[config.mk]
export PLATFORM = sky130hd
export DESIGN_NAME = uasw_top
export DESIGN_NICKNAME = d
export VERILOG_FILES = /design/src/uasw_pkg.sv /design/src/uasw_top.sv
export SDC_FILE = /design/constraint.sdc
export NUM_CORES = 1
export LEC_CHECK = 0
export BUFFER_PORTS_ARGS = -buffer_cell sky130_fd_sc_hd__buf_4
export CELL_PAD_IN_SITES_DETAIL_PLACEMENT = 1
export CELL_PAD_IN_SITES_GLOBAL_PLACEMENT = 2
export CORE_MARGIN = 2
export CORE_UTILIZATION = 41
export CTS_BUF_LIST = sky130_fd_sc_hd__clkbuf_4
export DETAILED_ROUTE_END_ITERATION = 12
export PLACE_DENSITY = 0.88
export SLEW_MARGIN = 10
export SYNTH_ARGS = -nofsm -noshare
export SYNTH_HDL_FRONTEND = slang
export SYNTH_SLANG_ARGS = --single-unit
[constraint.sdc]
create_clock -name i_clk -period 2.9 [get_ports i_clk]
set_input_delay 0 -clock i_clk [delete_from_list [all_inputs] [get_ports i_clk]]
set_output_delay 0 -clock i_clk [all_outputs]
set_load 0.05 [all_outputs]
[src/uasw_pkg.sv]
// What this block does
// characters carry eight or nine data bits, chosen by configuration.
// parity may be even, odd, mark, space or none.
// frames end with one or two stop bits, chosen by configuration.
// both directions are timed from a 16-bit programmable baud prescaler.
// receiver flags parity, framing, noise and receive overrun errors.
// with address detect on, a character whose last data bit is one interrupts.
// four-entry receive FIFO; one character held ahead of the transmit shifter.
// interrupt on transmit empty, transmit idle, receive full, overrun, address detect.
// activity on the receive or shared pin can wake the device.
// transmitter and receiver have independent enables.
// enabled directions drive tx pin, take receive pin as input, pull-ups off.
// cleared enables float the pin; pull-up then left to general I/O control.
// single-wire select puts the port in half duplex on one shared pin.
// half duplex: shared pin receives when receiver enabled, else transmits.
// with both enables set in half duplex, receive wins.
// in half duplex the tx pin may also carry the transmit stream.
// written character moves to a hidden shifter and leaves LSB first.
// received bits shift in LSB first, then move to the readable buffer.
// one data address: writes transmit, reads return received data.
// start bit low, stop bits high, line idles high.
// port disable flushes, resets baud count, clears enables and flags.
// character length select zero means 8 bits, one means 9 bits.
// receive flag sets at FIFO trigger level; interrupts when enabled.
// setting transmitter enable shows the transmit register empty.
package uasw_pkg;
    // ======================================================================
    // register map
    localparam logic [7:0] UASW_OFF_STATUS = 8'h00;
    localparam logic [7:0] UASW_OFF_CTRL1 = 8'h04;
    localparam logic [7:0] UASW_OFF_CTRL2 = 8'h08;
    localparam logic [7:0] UASW_OFF_CTRL3 = 8'h0c;
    localparam logic [7:0] UASW_OFF_DATA = 8'h10;
    localparam logic [7:0] UASW_OFF_BDH = 8'h14;
    localparam logic [7:0] UASW_OFF_BDL = 8'h18;
    localparam logic [7:0] UASW_OFF_FCR = 8'h1c;
    localparam logic [7:0] UASW_OFF_CNT = 8'h20;
    // ======================================================================
    // fields of serial_control_one
    localparam int UASW_C1_PORT_EN = 7;
    localparam int UASW_C1_CHLEN = 6;
    localparam int UASW_C1_PAR_EN = 5;
    localparam int UASW_C1_PT_HI = 4;
    localparam int UASW_C1_PT_LO = 3;
    localparam int UASW_C1_BREAK = 2;
    localparam int UASW_C1_TX9 = 0;
    // serial_control_three
    localparam int UASW_C3_SINGLE = 0;
    localparam int UASW_C3_TXCOPY = 1;
    // fifo_and_mode_control
    localparam int UASW_FCR_W = 6;
    localparam logic [7:0] UASW_RST8 = 8'h00;
    // ======================================================================
    // framing and timing
    localparam logic [3:0] UASW_OS_S1 = 4'h7;
    localparam logic [3:0] UASW_OS_S2 = 4'h8;
    localparam logic [3:0] UASW_OS_DEC = 4'h9;
    localparam logic [3:0] UASW_OS_LAST = 4'hf;
    localparam logic [3:0] UASW_LEN8 = 4'h8;
    localparam logic [3:0] UASW_LEN9 = 4'h9;
    localparam logic [2:0] UASW_DEPTH = 3'h4;
    // ======================================================================
    typedef enum logic [1:0] {
        UASW_PAR_EVEN = 2'h0,
        UASW_PAR_ODD = 2'h1,
        UASW_PAR_MARK = 2'h2,
        UASW_PAR_SPACE = 2'h3
    } uasw_par_e;
    typedef enum logic [1:0] {
        UASW_RX_IDLE = 2'b00,
        UASW_RX_START = 2'b01,
        UASW_RX_BITS = 2'b11
    } uasw_rx_e;
    typedef struct packed {
        logic tx_en;
        logic rx_en;
        logic stop2;
        logic addr_det;
        logic wake_en;
        logic rx_ie;
        logic txidle_ie;
        logic txempty_ie;
    } uasw_ctrl2_s;
    typedef struct packed {
        logic parity_error_flag;
        logic noise;
        logic framing_error_flag;
        logic [8:0] data;
    } uasw_rxres_s;
endpackage

[src/uasw_top.sv]
`timescale 1ns/100ps
module uasw_top import uasw_pkg::*; (
    // clock and reset
    input wire logic i_clk,
    input wire logic i_reset_n,
    // apb slave
    input wire logic i_psel,
    input wire logic i_penable,
    input wire logic i_pwrite,
    input wire logic [7:0] i_paddr,
    input wire logic [31:0] i_pwdata,
    output logic o_pready,
    output logic o_pslverr,
    output logic [31:0] o_prdata,
    // shared receive/transmit pin
    input wire logic i_rxtx_pin,
    output logic o_rxtx_pin,
    output logic o_rxtx_oe,
    output logic o_rxtx_pullup_off,
    // dedicated transmit pin
    output logic o_tx_pin,
    output logic o_tx_oe,
    output logic o_tx_pullup_off,
    // system
    output logic o_irq,
    output logic o_wake
);
    // ======================================================================
    // helpers
    function automatic logic par_bit(input logic [8:0] d, input logic nine,
                                     input logic [1:0] pt);
        logic x;
        x = ^d[7:0] ^ (nine & d[8]);
        case (pt)
            UASW_PAR_EVEN: par_bit = x;
            UASW_PAR_ODD: par_bit = ~x;
            UASW_PAR_MARK: par_bit = 1'b1;
            default: par_bit = 1'b0;
        endcase
    endfunction

    function automatic logic mapped(input logic [7:0] a);
        mapped = (a == UASW_OFF_STATUS) || (a == UASW_OFF_CTRL1) ||
                 (a == UASW_OFF_CTRL2) || (a == UASW_OFF_CTRL3) ||
                 (a == UASW_OFF_DATA) || (a == UASW_OFF_BDH) ||
                 (a == UASW_OFF_BDL) || (a == UASW_OFF_FCR) ||
                 (a == UASW_OFF_CNT);
    endfunction

    // ======================================================================
    // declarations
    logic [7:0] ctrl1_ff;
    uasw_ctrl2_s ctrl2_ff;
    logic [1:0] ctrl3_ff;
    logic [7:0] bdh_ff;
    logic [7:0] bdl_ff;
    logic [UASW_FCR_W-1:0] fcr_ff;
    logic [31:0] prdata_ff;
    logic [15:0] baud_cnt_ff;
    logic rx_meta_ff;
    logic rx_sync_ff;
    logic [8:0] tx_buf_ff;
    logic tx_full_ff;
    logic [12:0] tx_sh_ff;
    logic [3:0] tx_left_ff;
    logic [3:0] tx_os_ff;
    logic tx_out_ff;
    uasw_rx_e rx_st_ff;
    logic [3:0] rx_os_ff;
    logic [3:0] rx_idx_ff;
    logic [8:0] rx_sh_ff;
    logic rx_parbit_ff;
    logic rx_s1_ff;
    logic rx_s2_ff;
    logic rx_noise_ff;
    logic [8:0] fifo_ff [UASW_DEPTH];
    logic [1:0] wr_ptr_ff;
    logic [1:0] rd_ptr_ff;
    logic [2:0] cnt_ff;
    logic parity_error_flag_ff;
    logic nf_ff;
    logic framing_error_flag_ff;
    logic overrun_flag_ff;
    logic addr_hit_ff;
    logic status_seen_ff;

    logic wr;
    logic rd;
    logic port_en;
    logic nine;
    logic [3:0] nbits;
    logic tx_run;
    logic rx_run;
    logic os_tick;
    logic tx_busy;
    logic tx_go;
    logic tx_line;
    logic [12:0] tx_frame;
    logic [3:0] tx_len;
    logic maj;
    logic noisy;
    logic [3:0] stop_idx;
    logic rx_done;
    uasw_rxres_s rx_res;
    logic push;
    logic pop;
    logic data_acc;
    logic err_clr;
    logic [8:0] head;
    logic receive_data_available;
    logic transmit_register_empty;
    logic transmitter_idle_flag;
    logic [7:0] status;
    logic [31:0] rd_val;

    // ======================================================================
    // bus slave: zero wait states, read data sampled in setup cycle
    assign wr = i_psel & i_penable & i_pwrite;
    assign rd = i_psel & i_penable & ~i_pwrite;
    assign o_pready = 1'b1;
    assign o_pslverr = i_psel & i_penable & ~mapped(i_paddr);
    assign o_prdata = prdata_ff;
    assign port_en = ctrl1_ff[UASW_C1_PORT_EN];
    assign nine = ctrl1_ff[UASW_C1_CHLEN];
    assign nbits = nine ? UASW_LEN9 : UASW_LEN8; // see R1
    assign data_acc = i_psel & i_penable & (i_paddr == UASW_OFF_DATA);

    always_comb begin
        case (i_paddr)
            UASW_OFF_STATUS: rd_val = {24'h0, status};
            UASW_OFF_CTRL1: rd_val = {24'h0, ctrl1_ff[7:2], head[8], 1'b0};
            UASW_OFF_CTRL2: rd_val = {24'h0, ctrl2_ff};
            UASW_OFF_CTRL3: rd_val = {30'h0, ctrl3_ff};
            UASW_OFF_DATA: rd_val = {24'h0, head[7:0]};
            UASW_OFF_BDH: rd_val = {24'h0, bdh_ff};
            UASW_OFF_BDL: rd_val = {24'h0, bdl_ff};
            UASW_OFF_FCR: rd_val = {26'h0, fcr_ff};
            UASW_OFF_CNT: rd_val = {29'h0, cnt_ff};
            default: rd_val = 32'h0;
        endcase
    end

    always_ff @(posedge i_clk or negedge i_reset_n) begin
        if (!i_reset_n) begin
            prdata_ff <= 32'h0;
        end else if (i_psel && !i_penable && !i_pwrite) begin
            prdata_ff <= rd_val;
        end
    end

    // ======================================================================
    // control registers; disable clears enables and break
    always_ff @(posedge i_clk or negedge i_reset_n) begin
        if (!i_reset_n) begin
            ctrl1_ff <= UASW_RST8;
            ctrl2_ff <= '0;
            ctrl3_ff <= 2'h0;
            bdh_ff <= UASW_RST8;
            bdl_ff <= UASW_RST8;
            fcr_ff <= '0;
        end else begin
            if (wr && i_paddr == UASW_OFF_CTRL1) begin
                ctrl1_ff <= i_pwdata[7:0];
            end else if (!port_en) begin
                ctrl1_ff[UASW_C1_BREAK] <= 1'b0;
            end
            if (wr && i_paddr == UASW_OFF_CTRL2) begin
                ctrl2_ff <= i_pwdata[7:0];
            end else if (!port_en) begin
                ctrl2_ff.tx_en <= 1'b0;
                ctrl2_ff.rx_en <= 1'b0;
            end
            if (wr && i_paddr == UASW_OFF_CTRL3) begin
                ctrl3_ff <= i_pwdata[1:0];
            end
            if (wr && i_paddr == UASW_OFF_BDH) begin
                bdh_ff <= i_pwdata[7:0];
            end
            if (wr && i_paddr == UASW_OFF_BDL) begin
                bdl_ff <= i_pwdata[7:0];
            end
            if (wr && i_paddr == UASW_OFF_FCR) begin
                fcr_ff <= i_pwdata[UASW_FCR_W-1:0];
            end
        end
    end

    // ======================================================================
    // baud prescaler: one oversample tick every divisor+1 clocks, 16 per bit
    assign os_tick = port_en && (baud_cnt_ff == {bdh_ff, bdl_ff});

    always_ff @(posedge i_clk or negedge i_reset_n) begin
        if (!i_reset_n) begin
            baud_cnt_ff <= 16'h0;
        end else if (!port_en || os_tick) begin
            baud_cnt_ff <= 16'h0;
        end else begin
            baud_cnt_ff <= baud_cnt_ff + 16'h1;
        end
    end

    // ======================================================================
    // transmitter: in half duplex the receiver takes the pin first
    assign tx_run = port_en & ctrl2_ff.tx_en &
                    ~(ctrl3_ff[UASW_C3_SINGLE] & ctrl2_ff.rx_en);
    assign tx_busy = (tx_left_ff != 4'h0);
    assign tx_go = tx_run & tx_full_ff & ~tx_busy & ~ctrl1_ff[UASW_C1_BREAK];

    always_comb begin
        tx_frame = '1;
        tx_frame[0] = 1'b0;
        tx_frame[8:1] = tx_buf_ff[7:0];
        tx_len = UASW_LEN9;
        if (nine) begin
            tx_frame[9] = tx_buf_ff[8];
            tx_len = UASW_LEN9 + 4'h1;
        end
        if (ctrl1_ff[UASW_C1_PAR_EN]) begin
            tx_frame[tx_len] = par_bit(tx_buf_ff, nine,
                ctrl1_ff[UASW_C1_PT_HI:UASW_C1_PT_LO]);
            tx_len = tx_len + 4'h1;
        end
        tx_len = tx_len + 4'h1 + {3'h0, ctrl2_ff.stop2};
    end

    always_ff @(posedge i_clk or negedge i_reset_n) begin
        if (!i_reset_n) begin
            tx_buf_ff <= 9'h0;
            tx_full_ff <= 1'b0;
        end else if (!port_en) begin
            tx_full_ff <= 1'b0;
        end else if (wr && i_paddr == UASW_OFF_DATA) begin
            tx_buf_ff <= {ctrl1_ff[UASW_C1_TX9], i_pwdata[7:0]};
            tx_full_ff <= 1'b1;
        end else if (tx_go) begin
            tx_full_ff <= 1'b0;
        end
    end

    always_ff @(posedge i_clk or negedge i_reset_n) begin
        if (!i_reset_n) begin
            tx_sh_ff <= '1;
            tx_left_ff <= 4'h0;
            tx_os_ff <= 4'h0;
        end else if (!port_en) begin
            tx_left_ff <= 4'h0;
            tx_os_ff <= 4'h0;
        end else if (tx_go) begin
            tx_sh_ff <= tx_frame;
            tx_left_ff <= tx_len;
            tx_os_ff <= 4'h0;
        end else if (os_tick && tx_busy) begin
            tx_os_ff <= tx_os_ff + 4'h1;
            if (tx_os_ff == UASW_OS_LAST) begin
                tx_sh_ff <= {1'b1, tx_sh_ff[12:1]};
                tx_left_ff <= tx_left_ff - 4'h1;
            end
        end
    end

    // break holds the line low; idle is high
    assign tx_line = ctrl1_ff[UASW_C1_BREAK] ? 1'b0 :
                     (tx_busy ? tx_sh_ff[0] : 1'b1);

    always_ff @(posedge i_clk or negedge i_reset_n) begin
        if (!i_reset_n) begin
            tx_out_ff <= 1'b1;
        end else begin
            tx_out_ff <= tx_line;
        end
    end

    // ======================================================================
    // receiver: pin synchroniser, three-sample vote mid bit
    always_ff @(posedge i_clk or negedge i_reset_n) begin
        if (!i_reset_n) begin
            rx_meta_ff <= 1'b1;
            rx_sync_ff <= 1'b1;
        end else begin
            rx_meta_ff <= i_rxtx_pin;
            rx_sync_ff <= rx_meta_ff;
        end
    end

    assign rx_run = port_en & ctrl2_ff.rx_en;
    assign maj = (rx_s1_ff & rx_s2_ff) | (rx_s1_ff & rx_sync_ff) |
                 (rx_s2_ff & rx_sync_ff);
    assign noisy = ~((rx_s1_ff == rx_s2_ff) && (rx_s2_ff == rx_sync_ff));
    assign stop_idx = nbits + {3'h0, ctrl1_ff[UASW_C1_PAR_EN]};
    assign rx_done = (rx_st_ff == UASW_RX_BITS) && os_tick &&
                     (rx_os_ff == UASW_OS_DEC) && (rx_idx_ff == stop_idx);
    assign rx_res.data = rx_sh_ff;
    assign rx_res.framing_error_flag = ~maj;
    assign rx_res.noise = rx_noise_ff | noisy;
    assign rx_res.parity_error_flag = ctrl1_ff[UASW_C1_PAR_EN] &
        (rx_parbit_ff != par_bit(rx_sh_ff, nine,
                                 ctrl1_ff[UASW_C1_PT_HI:UASW_C1_PT_LO]));

    always_ff @(posedge i_clk or negedge i_reset_n) begin
        if (!i_reset_n) begin
            rx_st_ff <= UASW_RX_IDLE;
            rx_os_ff <= 4'h0;
            rx_idx_ff <= 4'h0;
            rx_sh_ff <= 9'h0;
            rx_parbit_ff <= 1'b0;
            rx_s1_ff <= 1'b1;
            rx_s2_ff <= 1'b1;
            rx_noise_ff <= 1'b0;
        end else if (!rx_run) begin
            rx_st_ff <= UASW_RX_IDLE;
        end else begin
            case (rx_st_ff)
                UASW_RX_IDLE: begin
                    if (!rx_sync_ff) begin
                        rx_st_ff <= UASW_RX_START;
                        rx_os_ff <= 4'h0;
                        rx_idx_ff <= 4'h0;
                        rx_sh_ff <= 9'h0;
                        rx_noise_ff <= 1'b0;
                    end
                end
                UASW_RX_START, UASW_RX_BITS: begin
                    if (os_tick) begin
                        rx_os_ff <= rx_os_ff + 4'h1;
                        if (rx_os_ff == UASW_OS_S1) begin
                            rx_s1_ff <= rx_sync_ff;
                        end
                        if (rx_os_ff == UASW_OS_S2) begin
                            rx_s2_ff <= rx_sync_ff;
                        end
                        if (rx_os_ff == UASW_OS_DEC) begin
                            rx_noise_ff <= rx_noise_ff | noisy;
                            if (rx_st_ff == UASW_RX_START) begin
                                rx_st_ff <= maj ? UASW_RX_IDLE : UASW_RX_BITS;
                            end else if (rx_idx_ff < nbits) begin
                                rx_sh_ff[rx_idx_ff] <= maj;
                                rx_idx_ff <= rx_idx_ff + 4'h1;
                            end else if (rx_idx_ff < stop_idx) begin
                                rx_parbit_ff <= maj;
                                rx_idx_ff <= rx_idx_ff + 4'h1;
                            end else begin
                                rx_st_ff <= UASW_RX_IDLE;
                            end
                        end
                    end
                end
                default: rx_st_ff <= UASW_RX_IDLE;
            endcase
        end
    end

    // ======================================================================
    // receive fifo; an overrun blocks further pushes until cleared
    assign push = rx_done & (cnt_ff != UASW_DEPTH) & ~overrun_flag_ff;
    assign pop = rd & (i_paddr == UASW_OFF_DATA) & (cnt_ff != 3'h0);
    assign head = fifo_ff[rd_ptr_ff];

    always_ff @(posedge i_clk or negedge i_reset_n) begin
        if (!i_reset_n) begin
            wr_ptr_ff <= 2'h0;
            rd_ptr_ff <= 2'h0;
            cnt_ff <= 3'h0;
        end else if (!port_en) begin
            wr_ptr_ff <= 2'h0;
            rd_ptr_ff <= 2'h0;
            cnt_ff <= 3'h0;
        end else begin
            if (push) begin
                wr_ptr_ff <= wr_ptr_ff + 2'h1;
            end
            if (pop) begin
                rd_ptr_ff <= rd_ptr_ff + 2'h1;
            end
            if (push && !pop) begin
                cnt_ff <= cnt_ff + 3'h1;
            end else if (pop && !push) begin
                cnt_ff <= cnt_ff - 3'h1;
            end
        end
    end

    for (genvar g = 0; g < UASW_DEPTH; g++) begin : g_fifo
        always_ff @(posedge i_clk or negedge i_reset_n) begin
            if (!i_reset_n) begin
                fifo_ff[g] <= 9'h0;
            end else if (push && wr_ptr_ff == 2'(g)) begin
                fifo_ff[g] <= rx_res.data;
            end
        end
    end

    // ======================================================================
    // error flags: status read then data access clears; a new set wins
    assign err_clr = status_seen_ff & data_acc;

    always_ff @(posedge i_clk or negedge i_reset_n) begin
        if (!i_reset_n) begin
            status_seen_ff <= 1'b0;
        end else if (rd && i_paddr == UASW_OFF_STATUS) begin
            status_seen_ff <= 1'b1;
        end else if (data_acc || !port_en) begin
            status_seen_ff <= 1'b0;
        end
    end

    always_ff @(posedge i_clk or negedge i_reset_n) begin
        if (!i_reset_n) begin
            parity_error_flag_ff <= 1'b0;
            nf_ff <= 1'b0;
            framing_error_flag_ff <= 1'b0;
            overrun_flag_ff <= 1'b0;
            addr_hit_ff <= 1'b0;
        end else if (!port_en) begin
            parity_error_flag_ff <= 1'b0;
            nf_ff <= 1'b0;
            framing_error_flag_ff <= 1'b0;
            overrun_flag_ff <= 1'b0;
            addr_hit_ff <= 1'b0;
        end else begin
            parity_error_flag_ff <= (push & rx_res.parity_error_flag) | (parity_error_flag_ff & ~err_clr);
            nf_ff <= (push & rx_res.noise) | (nf_ff & ~err_clr);
            framing_error_flag_ff <= (push & rx_res.framing_error_flag) | (framing_error_flag_ff & ~err_clr);
            overrun_flag_ff <= (rx_done & ~push) | (overrun_flag_ff & ~err_clr);
            addr_hit_ff <= (push & ctrl2_ff.addr_det &
                            (nine ? rx_res.data[8] : rx_res.data[7])) |
                           (addr_hit_ff & ~pop);
        end
    end

    // ======================================================================
    // status, interrupt, wake
    assign receive_data_available = (cnt_ff != 3'h0) &&
                  (cnt_ff >= {1'b0, fcr_ff[1:0]} + 3'h1);
    assign transmit_register_empty = ~tx_full_ff;
    assign transmitter_idle_flag = transmit_register_empty & ~tx_busy & ~ctrl1_ff[UASW_C1_BREAK];
    assign status = {parity_error_flag_ff, nf_ff, framing_error_flag_ff, overrun_flag_ff,
                     rx_st_ff == UASW_RX_IDLE, receive_data_available, transmitter_idle_flag, transmit_register_empty};

    assign o_irq = port_en & ((ctrl2_ff.rx_ie & (receive_data_available | overrun_flag_ff)) |
                              (ctrl2_ff.txidle_ie & transmitter_idle_flag) |
                              (ctrl2_ff.txempty_ie & transmit_register_empty) |
                              addr_hit_ff);
    assign o_wake = port_en & ctrl2_ff.wake_en & ~rx_sync_ff;

    // ======================================================================
    // pins: output enables follow the enables, floating otherwise
    assign o_tx_pin = tx_out_ff;
    assign o_rxtx_pin = tx_out_ff;
    always_comb begin
        if (ctrl3_ff[UASW_C3_SINGLE]) begin
            o_rxtx_oe = tx_run;
            o_tx_oe = tx_run & ctrl3_ff[UASW_C3_TXCOPY];
            o_rxtx_pullup_off = rx_run | tx_run;
        end else begin
            o_rxtx_oe = 1'b0;
            o_tx_oe = tx_run;
            o_rxtx_pullup_off = rx_run;
        end
        o_tx_pullup_off = o_tx_oe;
    end
endmodule

======== Word level (Yosys, flattened, before mapping) ========
Cells that the tools add are included.
word-level totals
  bits in registers ....................... 194
  input port bits ......................... 46
  logic and storage cells ................. 335
  output and inout bits ................... 42
cells by class
  bitwise gates (word level) .............. 76
  $lt $le $gt $ge ......................... 8
  reduce and logical (&&, ||, !) cells .... 64
  eq/ne operators ......................... 44
  add/subtract/negate cells ............... 14
  mux-type cells .......................... 84
operators by type and width
  operator                 number
  $pmux W8 S9              1
  $mux W9                  7
  $mux W4                  15
  $mux W13                 4
  $and A1 B1 Y1            43
  $eq A8 B5 Y1 const B     4
  $mux W2                  15
  $mux W1                  26
  $logic_and A1 B1 Y1      25
  $reduce_and A7 Y1        3
  $add A4 B1 Y4 const B    5
  $bmux W9 S2              1
  $pmux W9 S2              1
  $not A1 Y1               17
  $add A16 B1 Y16 const B  1
  $eq A16 B16 Y1           1
  $eq A8 B4 Y1 const B     2
  $mux W16                 1
  $pmux W4 S2              2
  $reduce_xor A8 Y1        2
  $ne A3 B3 Y1 const B     5
  $bwmux W13               1
  $or A1 B1 Y1             13
  $eq A4 B4 Y1 const B     3
  43 further kinds         92

======== Depth between registers and ports, before layout ========
Gate-level depths: netlist (run 1).
  word-level depth ........................ 12
  mapped depth ............................ 11
  mapped depth without buffers ............ 11

======== Least setup slack after synthesis (run 1) ========
OpenSTA, ideal clock, no wires.
  kind .................................... reg-to-reg
  start point ............................. register ctrl1_ff[6]
  end point ............................... register cnt_ff[1]
  data required time ...................... 2833 ps
  clock period less this slack ............ 2696 ps
  data arrival time ....................... 2629 ps
  path buffers ............................ 0
  slack ................................... 204 ps
  stages on the path, launching flop included .. 10
  setup time .............................. 67 ps
  path through ............................ dfrtp_1 -> inv_1 -> ha_1 -> ha_1 -> and4_1 -> nand3_1 -> nor4_2 -> fa_1 -> o21ai_0 -> o311a_1
on the way
  longest elaborated chain between the ends .. 9
  elaborated cells on any way between the ends .. 12
RTL lines
  what                                                             RTL line                          text
  from (decl)                                                      uasw_top.sv:52                    logic [7:0] ctrl1_ff;
  from (signal assigned)                                           uasw_top.sv:163                   ctrl1_ff <= i_pwdata[7:0];
  $mux W1 *                                                        uasw_top.sv:125                   assign nbits = nine ? UASW_LEN9 : UASW_LEN8;
  $add A4 B1 Y4 *                                                  uasw_top.sv:289                   assign stop_idx = nbits + {3'h0, ctrl1_ff[UASW_C1_PAR_EN]};
  $eq A4 B4 Y1 *                                                   uasw_top.sv:291                   (rx_os_ff == UASW_OS_DEC) && (rx_idx_ff == stop_idx);
  $logic_and A1 B1 Y1 *                                            uasw_top.sv:291
  $and A1 B1 Y1 * (2 in a row)                                     uasw_top.sv:354                   assign push = rx_done & (cnt_ff != UASW_DEPTH) & ~overrun_flag_ff;
  $logic_not A1 Y1 / $logic_and A1 B1 Y1 (equally long branches)   uasw_top.sv:376, uasw_top.sv:374
  $logic_and A1 B1 Y1 / $mux W3 (equally long branches)            uasw_top.sv:376, uasw_top.sv:374
  $ne A3 B1 Y1 (no source line) / $mux W3 (equally long branches)  n/a
  to (signal assigned)                                             uasw_top.sv:375                   cnt_ff <= cnt_ff + 3'h1;
  to (signal assigned)                                             uasw_top.sv:377                   cnt_ff <= cnt_ff - 3'h1;
  to (decl)                                                        uasw_top.sv:79                    logic [2:0] cnt_ff;
Mark *: on every way between the ends. The rest lies on a longest branch, timed or not.
A chain may end at the register's enable or synchronous reset.

======== Final worst setup path (run 1) ========
  start point ............................. register ctrl1_ff[5]
  end point ............................... register cnt_ff[2]
on the way
  longest elaborated chain between the ends .. 8
  elaborated cells on any way between the ends .. 11
RTL lines
  what                                                             RTL line
  $add A4 B1 Y4 *                                                  uasw_top.sv:289
  $eq A4 B4 Y1 *                                                   uasw_top.sv:291
  $logic_and A1 B1 Y1 *                                            uasw_top.sv:291
  $and A1 B1 Y1 * (2 in a row)                                     uasw_top.sv:354
  $logic_not A1 Y1 / $logic_and A1 B1 Y1 (equally long branches)   uasw_top.sv:376, uasw_top.sv:374
  $logic_and A1 B1 Y1 / $mux W3 (equally long branches)            uasw_top.sv:376, uasw_top.sv:374
  $ne A3 B1 Y1 (no source line) / $mux W3 (equally long branches)  n/a
Marks and branches as above.

==> results of run 1 <==
critical path, delay by kind of cell (launching register included):
kind	cells	cell delay, ns
buf+inv	1	0.09
simple gates	4	0.62
fa+ha+maj	3	0.99
flops	1	0.43
compound gates	3	0.50
power groups by stage:
| stage | logic (W) | clock network, W | registers (W) |
|---|---|---|---|
| after floorplan | 0.000208 | 0 | 0.00241 |
| final | 0.000382 | 0.00137 | 0.00236 |
| after detailed placement | 0.000353 | 0 | 0.00240 |
| after global routing | 0.000411 | 0.00150 | 0.00236 |
| after global placement | 0.000350 | 0 | 0.00240 |
| after CTS | 0.000381 | 0.00141 | 0.00236 |
timing repair:
action	4_1_cts	5_1_grt
buffers inserted	0	0
hold buffers	25	0
resized for setup	0	3
setup endpoints to repair	0	2
endpoints found under the hold margin	175	0
metal layers:
metal  global-route usage, %  wire length [um]  vias to the layer above
met5                       0                 0                        -
met4                    7.16               579                        0
met3                    3.60               853                       38
met2                    34.7             11500                      140
met1                    29.6             11300                     3398
li1                        -                 -                     3094
layout make-up:
type	count	area [um^2]
clock buffers	17	128
flip-flops and latches	167	4200
well taps	280	350
clock inverters	15	143
multi-input cells	608	4620
repair buffers	87	744
inverters	28	105
fillers	2409	11600
diodes	2	5.00
how the worst min path moves through the flow:
stage,start,depth (start not counted),slack [ns],endpoint
floorplan,i_reset_n,0,-0.30,addr_hit_ff$_DFF_PN0_
global placement,i_rxtx_pin,1,0.11,rx_meta_ff$_DFF_PN1_
detailed placement,i_rxtx_pin,1,0.11,rx_meta_ff$_DFF_PN1_
CTS,i_reset_n,2,0.02,rx_idx_ff[2]$_DFFE_PN0P_
global route,i_rxtx_pin,2,0.002,rx_meta_ff$_DFF_PN1_
finish,i_reset_n,2,0.004,rx_idx_ff[0]$_DFFE_PN0P_
flip-flops by register name (all words and copies together) (netlist names), 2 cells and up:
name / cells
bdl_ff: 8
cnt_ff: 3
rx_st_ff: 2
fifo_ff: 36
o_prdata: 8
rx_os_ff: 4
ctrl3_ff: 2
tx_buf_ff: 9
baud_cnt_ff: 16
rd_ptr_ff: 2
fcr_ff: 6
rx_idx_ff: 4
bdh_ff: 8
rx_sh_ff: 9
wr_ptr_ff: 2
tx_sh_ff: 11
tx_left_ff: 4
tx_os_ff: 4
ctrl2_ff: 8
ctrl1_ff: 7
Yosys cell counts, types with 18 or more instances:
master	count
sky130_fd_sc_hd__a21oi_1	27
sky130_fd_sc_hd__mux2i_1	21
sky130_fd_sc_hd__xnor2_1	25
sky130_fd_sc_hd__inv_1	27
sky130_fd_sc_hd__clkbuf_1	18
sky130_fd_sc_hd__dfrtp_1	151
sky130_fd_sc_hd__ha_1	25
sky130_fd_sc_hd__nand2_1	70
sky130_fd_sc_hd__buf_4	29
sky130_fd_sc_hd__nor3_1	18
sky130_fd_sc_hd__nand3_1	34
sky130_fd_sc_hd__o21ai_0	46
sky130_fd_sc_hd__xor2_1	26
sky130_fd_sc_hd__nor2_1	57
sky130_fd_sc_hd__mux2_2	81
through the flow:
| step | total power, W | area (um^2) | hold WS [ns] |
|---|---|---|---|
| detailed placement | 0.00275 | 9750 | 0.111 |
| global placement | 0.00275 | 9750 | 0.109 |
| floorplan | 0.00262 | 9230 | -0.296 |
| global route | 0.00427 | 10300 | 0.00199 |
| finish | 0.00411 | 10300 | 0.00441 |
| CTS | 0.00415 | 10300 | 0.0174 |
logic make-up after synthesis:
logic type	share of synthesized area, %
simple gates	15.6
flops	45.9
compound gates	9.40
mux	15.1
buf+inv	4.69
xor+xnor	5.38
fa+ha+maj	3.86
other cells	0.0821
==> run_results.csv, run 1 <==
group,metric,value,unit
clock_network,insertion_delay_of_the_later_clocked_pin_in_the_worst_skew_pair,0.60,ns
cells_and_area,layout.nets,982,
critical_path,crit_path_max_fanout,4,
critical_path,worst_r2r_startpoint,"ctrl1_ff[5]$_DFFE_PN0P_",
clock_network,tritoncts,"done",
placed_design,gp_routability_congestion,0.871,
floorplan,io-pin-count,88,
cells_and_area,mostFrequentLayoutCell,"sky130_fd_sc_hd__dfrtp_1",
critical_path,rr_worst_depth,11,
critical_path,path_cells,"inv_1 > ha_1 > ha_1 > and4_1 > nand3_2 > nor4_4 > fa_1 > a21oi_1 > nand4_1 > a21o_1 > a21oi_1",
cells_and_area,layout.core_utilization,47.0,%
power_and_ir_drop,internal_power_consumption,0.00290,W
synth,synth.area.top_cells,"sky130_fd_sc_hd__dfrtp_1 41%, sky130_fd_sc_hd__mux2_2 10%, sky130_fd_sc_hd__dfstp_2 4.6%",
routing,routed_via_density,5.54,
clock_network,tritoncts.num_buffers,17,
power_and_ir_drop,comb_power_share,9.3,%
power_and_ir_drop,net-switching-power,0.00121,W
floorplan,die_area,23500,um^2
critical_path,cp_data_arrival_time,3.24,ns
synth,synth_top_area_cell,"sky130_fd_sc_hd__dfrtp_1",
power_and_ir_drop,powerDensity,399,nW/um^2
floorplan,row_count,54,
routing,drt_first_pass_iters,4,
critical_path,setup.worst_path.end_class,"flip-flop",
clock_network,clock_sinks,167,
critical_path,critPathSlowestCell,"sky130_fd_sc_hd__dfrtp_1",
synth,synth_top_area_share,41.3,%
floorplan,start_util,41.8,%
sta,max_freq,0.367,GHz
clock_network,cts_buffer_depth,2,
status,outcome,"finished clean",
global_route,grt_pass1_wl,39.8,mm
critical_path,worstPathRequired,3.41,ns
placed_design,dp.final_hpwl,17.5,mm
routing,num_vias,6670,
placed_design,numPortBuffers,38,
floorplan,die-width,153,um
sta,setup_slack,0.173,ns
critical_path,worst-setup-path-type,"reg2reg",
critical_path,crit_end,"cnt_ff[2]$_DFFE_PN0P_",
run,drv.max_cap_violation_count,0,
cells_and_area,drive_above_1_share,24.8,%
cells_and_area,final-instance-count-excl-fill,1204,
clock_network,clock_tree.root_cell,"sky130_fd_sc_hd__clkbuf_4",
power_and_ir_drop,net_switching_share_of_the_total_power,29.4,%
sta,report.final.slew_viol_count,0,
sta,rsz0062_at_grt,"no",
sta,finClkSkew,0.0277,ns
synth,post_synth.cell_area_avg,11.0,um^2
min_path,hp-class,"in2async",
critical_path,critical_path.max_stage_delay,0.43,ns
synth,synth-edff-count,0,
power_and_ir_drop,share_clk_of_total_power,33.3,%
floorplan,coreArea,21900,um^2
synth,synth_async_sr_flop_share,100,%
floorplan,die_y,153,um
placed_design,post-place-ws,0.232,ns
placed_design,dp_cell_count,1145,
sta,report.final.setup_viol,0,
cells_and_area,layout.cells.most_common_list,"151 x sky130_fd_sc_hd__dfrtp_1, 81 x sky130_fd_sc_hd__mux2_2, 70 x sky130_fd_sc_hd__nand2_1",
routing,routed_wirelength,24.2,mm
sta,final-hold-violation-count,0,
routing,drcViolationCount,0,
critical_path,crit_start_category,"flip-flop",
synth,synthesis.yosys.warnings,0,
global_route,maximum_number_of_pins_on_one_net_before_global_route_repair,82,
synth,ys_seq_elements,167,
clock_network,cts.reportedPaths.clkPinSlew,0.15,ns
critical_path,worstReg2RegEnd,"cnt_ff[2]$_DFFE_PN0P_",
synth,netlist_area_before_placement,9150,um^2
sta,timing.max_slew.rel_slack,47.3,%
global_route,grt_use_total,21.5,%
synth,synth_sequential_area_ratio,45.9,%
sta,worst_pin_slew,0.790,ns
sta,final.setup.tns,0,ns
global_route,number_of_antenna_violations_at_the_first_check_in_global_routing,1,
global_route,grt_pass1_vias,7092,
routing,initial_detailed_routing_violation_count,394,
synth,primary_ff_master_synth,"sky130_fd_sc_hd__dfrtp_1",
power_and_ir_drop,leakage,4.76,nW
sta,timing.final.crit_period,2.73,ns
synth,post_synth_inst_count,835,
critical_path,worst-r2r-setup-slack,0.17,ns
synth,post_synth_num_cell_types,80,
clock_network,clock_tree.htree_level_count,4,
power_and_ir_drop,seq_power_share,57.4,%
cells_and_area,layout-area-overhead-vs-synth,12.6,%
routing,route.detailed.wl_per_inst,20.1,um
sta,layout_worst_path_cycle_share,94.0,%
global_route,grt_overflow_total,0,
routing,antenna_left,0,
critical_path,critPathLaunch,"ctrl1_ff[5]$_DFFE_PN0P_",
power_and_ir_drop,vdd_drop_max,0.258,mV
Power figures use the tool's default switching activity.
==> run 2: changes to the inputs <==
Settings changed: PLACE_DENSITY 0.88 to not set, PLACE_DENSITY_LB_ADDON set to 0.12, TNS_END_PERCENT set to 10.
==> run 2 against run 1 <==
Via count grew 1.6%. Non-clock buffer count grew 2. Sequential share of layout area shrank 0.26 points. Utilization grew 0.30 points. Clock skew grew 0.0083 ns. Combinational power grew 2%. Die area is the same. Sequential cell count is the same. Global-route usage grew 1.5 points. Setup slack gained 0.0074 ns. First-iteration DRC count shrank 32%. Total power grew 4.8%.
==> run_results.csv, run 2 (synthesized netlist as in run 1, its figures left out) <==
group,metric,value,unit
status,outcome,"finished clean",
critical_path,critical-path-top-delay-family,"simple AND/OR/NAND/NOR gates",
global_route,grt_overflow_total,0,
sta,final-hold-violation-count,0,
cells_and_area,layout.core_utilization,47.3,%
placed_design,post-place-ws,0.134,ns
sta,timing.final.crit_period,2.72,ns
cells_and_area,layout.nets,984,
global_route,grt_pass1_wl,42.3,mm
critical_path,path_buf_inv,0,
clock_network,cts_buffer_depth,2,
routing,drcViolationCount,0,
critical_path,setup.worst_path.end_class,"flip-flop",
min_path,hp-class,"in2reg",
critical_path,worst-setup-path-type,"reg2reg",
routing,routed_wirelength,25.8,mm
routing,met2WireLength,12.8,mm
floorplan,start_util,41.8,%
floorplan,die_y,153,um
clock_network,tritoncts,"done",
critical_path,critical_path.max_stage_delay,0.49,ns
floorplan,die-width,153,um
routing,num_vias,6777,
cells_and_area,layout.cells.most_common_list,"151 x sky130_fd_sc_hd__dfrtp_1, 81 x sky130_fd_sc_hd__mux2_2, 70 x sky130_fd_sc_hd__nand2_1",
global_route,maximum_number_of_pins_on_one_net_before_global_route_repair,72,
placed_design,gp_routability_congestion,0.811,
global_route,grt_pass1_vias,7358,
clock_network,clock_sinks,167,
clock_network,tritoncts.num_buffers,17,
sta,timing.max_slew.rel_slack,51.3,%
sta,worst_pin_slew,0.712,ns
cells_and_area,fill_cells,2382,
cells_and_area,largest_register,"fifo_ff",
sta,setup_slack,0.180,ns
critical_path,cp_data_arrival_time,3.22,ns
cells_and_area,mostFrequentLayoutCell,"sky130_fd_sc_hd__dfrtp_1",
cells_and_area,layout-area-overhead-vs-synth,13.3,%
routing,route.detailed.wl_per_inst,21.4,um
critical_path,critical_path.most_common_cell,"sky130_fd_sc_hd__nor4_4",
sta,final.hold.worst_slack,0.0864,ns
critical_path,worstPathRequired,3.40,ns
power_and_ir_drop,vdd_drop_max,0.194,mV
floorplan,die_area,23500,um^2
placed_design,dp.final_hpwl,19.2,mm
critical_path,worst-r2r-setup-slack,0.18,ns
run,drv.max_cap_violation_count,0,
global_route,number_of_antenna_violations_at_the_first_check_in_global_routing,1,
critical_path,crit_start_category,"flip-flop",
critical_path,crit_path_max_fanout,15,
critical_path,critPathSlowestCell,"sky130_fd_sc_hd__dfrtp_1",
clock_network,insertion_delay_of_the_later_clocked_pin_in_the_worst_skew_pair,0.58,ns
floorplan,coreArea,21900,um^2
floorplan,row_count,54,
critical_path,path_cells,"xor2_1 > nor4_4 > nand4_4 > nor4_4 > fa_1 > o21ai_0 > o311a_1",
clock_network,clock_tree.htree_level_count,4,
floorplan,io-pin-count,88,
routing,initial_detailed_routing_violation_count,268,
power_and_ir_drop,leakage,4.80,nW
clock_network,clock_tree.root_cell,"sky130_fd_sc_hd__clkbuf_4",
clock_network,post_cts.repair.setup_buffers,0,
cells_and_area,largestRegisters,"fifo_ff: 36 flops, baud_cnt_ff: 16 flops, tx_sh_ff: 11 flops",
sta,max_freq,0.368,GHz
power_and_ir_drop,fin_total_pwr,0.00431,W
cells_and_area,drive_above_1_share,24.9,%
routing,dr_wl_met3,1.02,mm
routing,antenna_left,0,
sta,layout_worst_path_cycle_share,93.8,%
sta,finClkSkew,0.0360,ns
power_and_ir_drop,powerDensity,416,nW/um^2
sta,final.setup.tns,0,ns
placed_design,numPortBuffers,38,
routing,routed_via_density,5.62,
routing,routed.top_layer,"met4",
sta,report.final.setup_viol,0,
cells_and_area,largest_register_ff_count,36,
sta,report.final.slew_viol_count,0,
routing,drt_first_pass_iters,4,
global_route,grt_use_total,23.0,%
clock_network,cts.reportedPaths.clkPinSlew,0.16,ns
routing,drt-met1-wl,11.9,mm
## run 2: changes by cell type in the layout (fill, tap and decap cells not counted), sizes merged
cell and delta:
buf +1, bufinv +3, clkinv +2, dlygate4sd3 +1, inv -6, diode -1, clkinvlp -1, clkbuf +2
## run 2: final timing paths
check | startpoint | endpoint | cells after the start
worst max register to register | baud_cnt_ff[8]$_DFF_PN0_ | cnt_ff[1]$_DFFE_PN0P_ | 7
min in group asynchronous | i_reset_n | status_seen_ff$_DFFE_PN0P_ | 4
max in group asynchronous | i_reset_n | rd_ptr_ff[1]$_DFFE_PN0P_ | 4
worst max-delay path | baud_cnt_ff[8]$_DFF_PN0_ | cnt_ff[1]$_DFFE_PN0P_ | 7
worst min-delay path | i_rxtx_pin | rx_meta_ff$_DFF_PN1_ | 2
worst min register to register | rx_meta_ff$_DFF_PN1_ | rx_sync_ff$_DFF_PN1_ | 0
## run 2: per-stage QoR
step	cell area [um^2]	std cells
floorplan	9230	858
global placement	9740	1145
detailed placement	9740	1145
CTS	10300	1204
global route	10400	1205
finish	10400	1205
## run 2: report_power, final
| group | total, W | leakage (nW) | internal [W] | switching, W |
|---|---|---|---|---|
| Combinational | 0.000389 | 2.36 | 0.000108 | 0.000280 |
| Clock | 0.00156 | 0.174 | 0.000702 | 0.000856 |
| Sequential | 0.00236 | 2.26 | 0.00234 | 0.0000138 |
| Total | 0.00431 | 4.80 | 0.00315 | 0.00115 |
## run 2: repair_timing
action | 4_1_cts | 5_1_grt
hold endpoints to repair | 218 | 0
hold buffers | 27 | 0
setup endpoints to repair | 0 | 3
gates resized for setup | 0 | 3
## run 2: final cells by class
type | count | area [um^2] | area share (%)
clock inverter | 13 | 178 | 1.71
sequential | 167 | 4200 | 40.5
antenna | 1 | 2.50 | 0.0242
timing repair buffer | 89 | 762 | 7.35
multi-input combinational | 608 | 4620 | 44.6
tap | 280 | 350 | 3.38
inverter | 28 | 105 | 1.01
clock buffer | 19 | 143 | 1.38
## run 2: per-layer routing
metal	GRT usage (%)	up-vias
met2	38.5	131
met5	0	-
met3	3.57	18
met1	31.8	3520
met4	4.81	0
li1	-	3108
## run 2: worst reg2reg max path: stages (launching register included)
cell                      delay [ns]
sky130_fd_sc_hd__dfrtp_1        0.49
sky130_fd_sc_hd__xor2_1         0.22
sky130_fd_sc_hd__nor4_4         0.38
sky130_fd_sc_hd__nand4_4        0.37
sky130_fd_sc_hd__nor4_4         0.42
sky130_fd_sc_hd__fa_1           0.45
sky130_fd_sc_hd__o21ai_0        0.10
sky130_fd_sc_hd__o311a_1        0.21
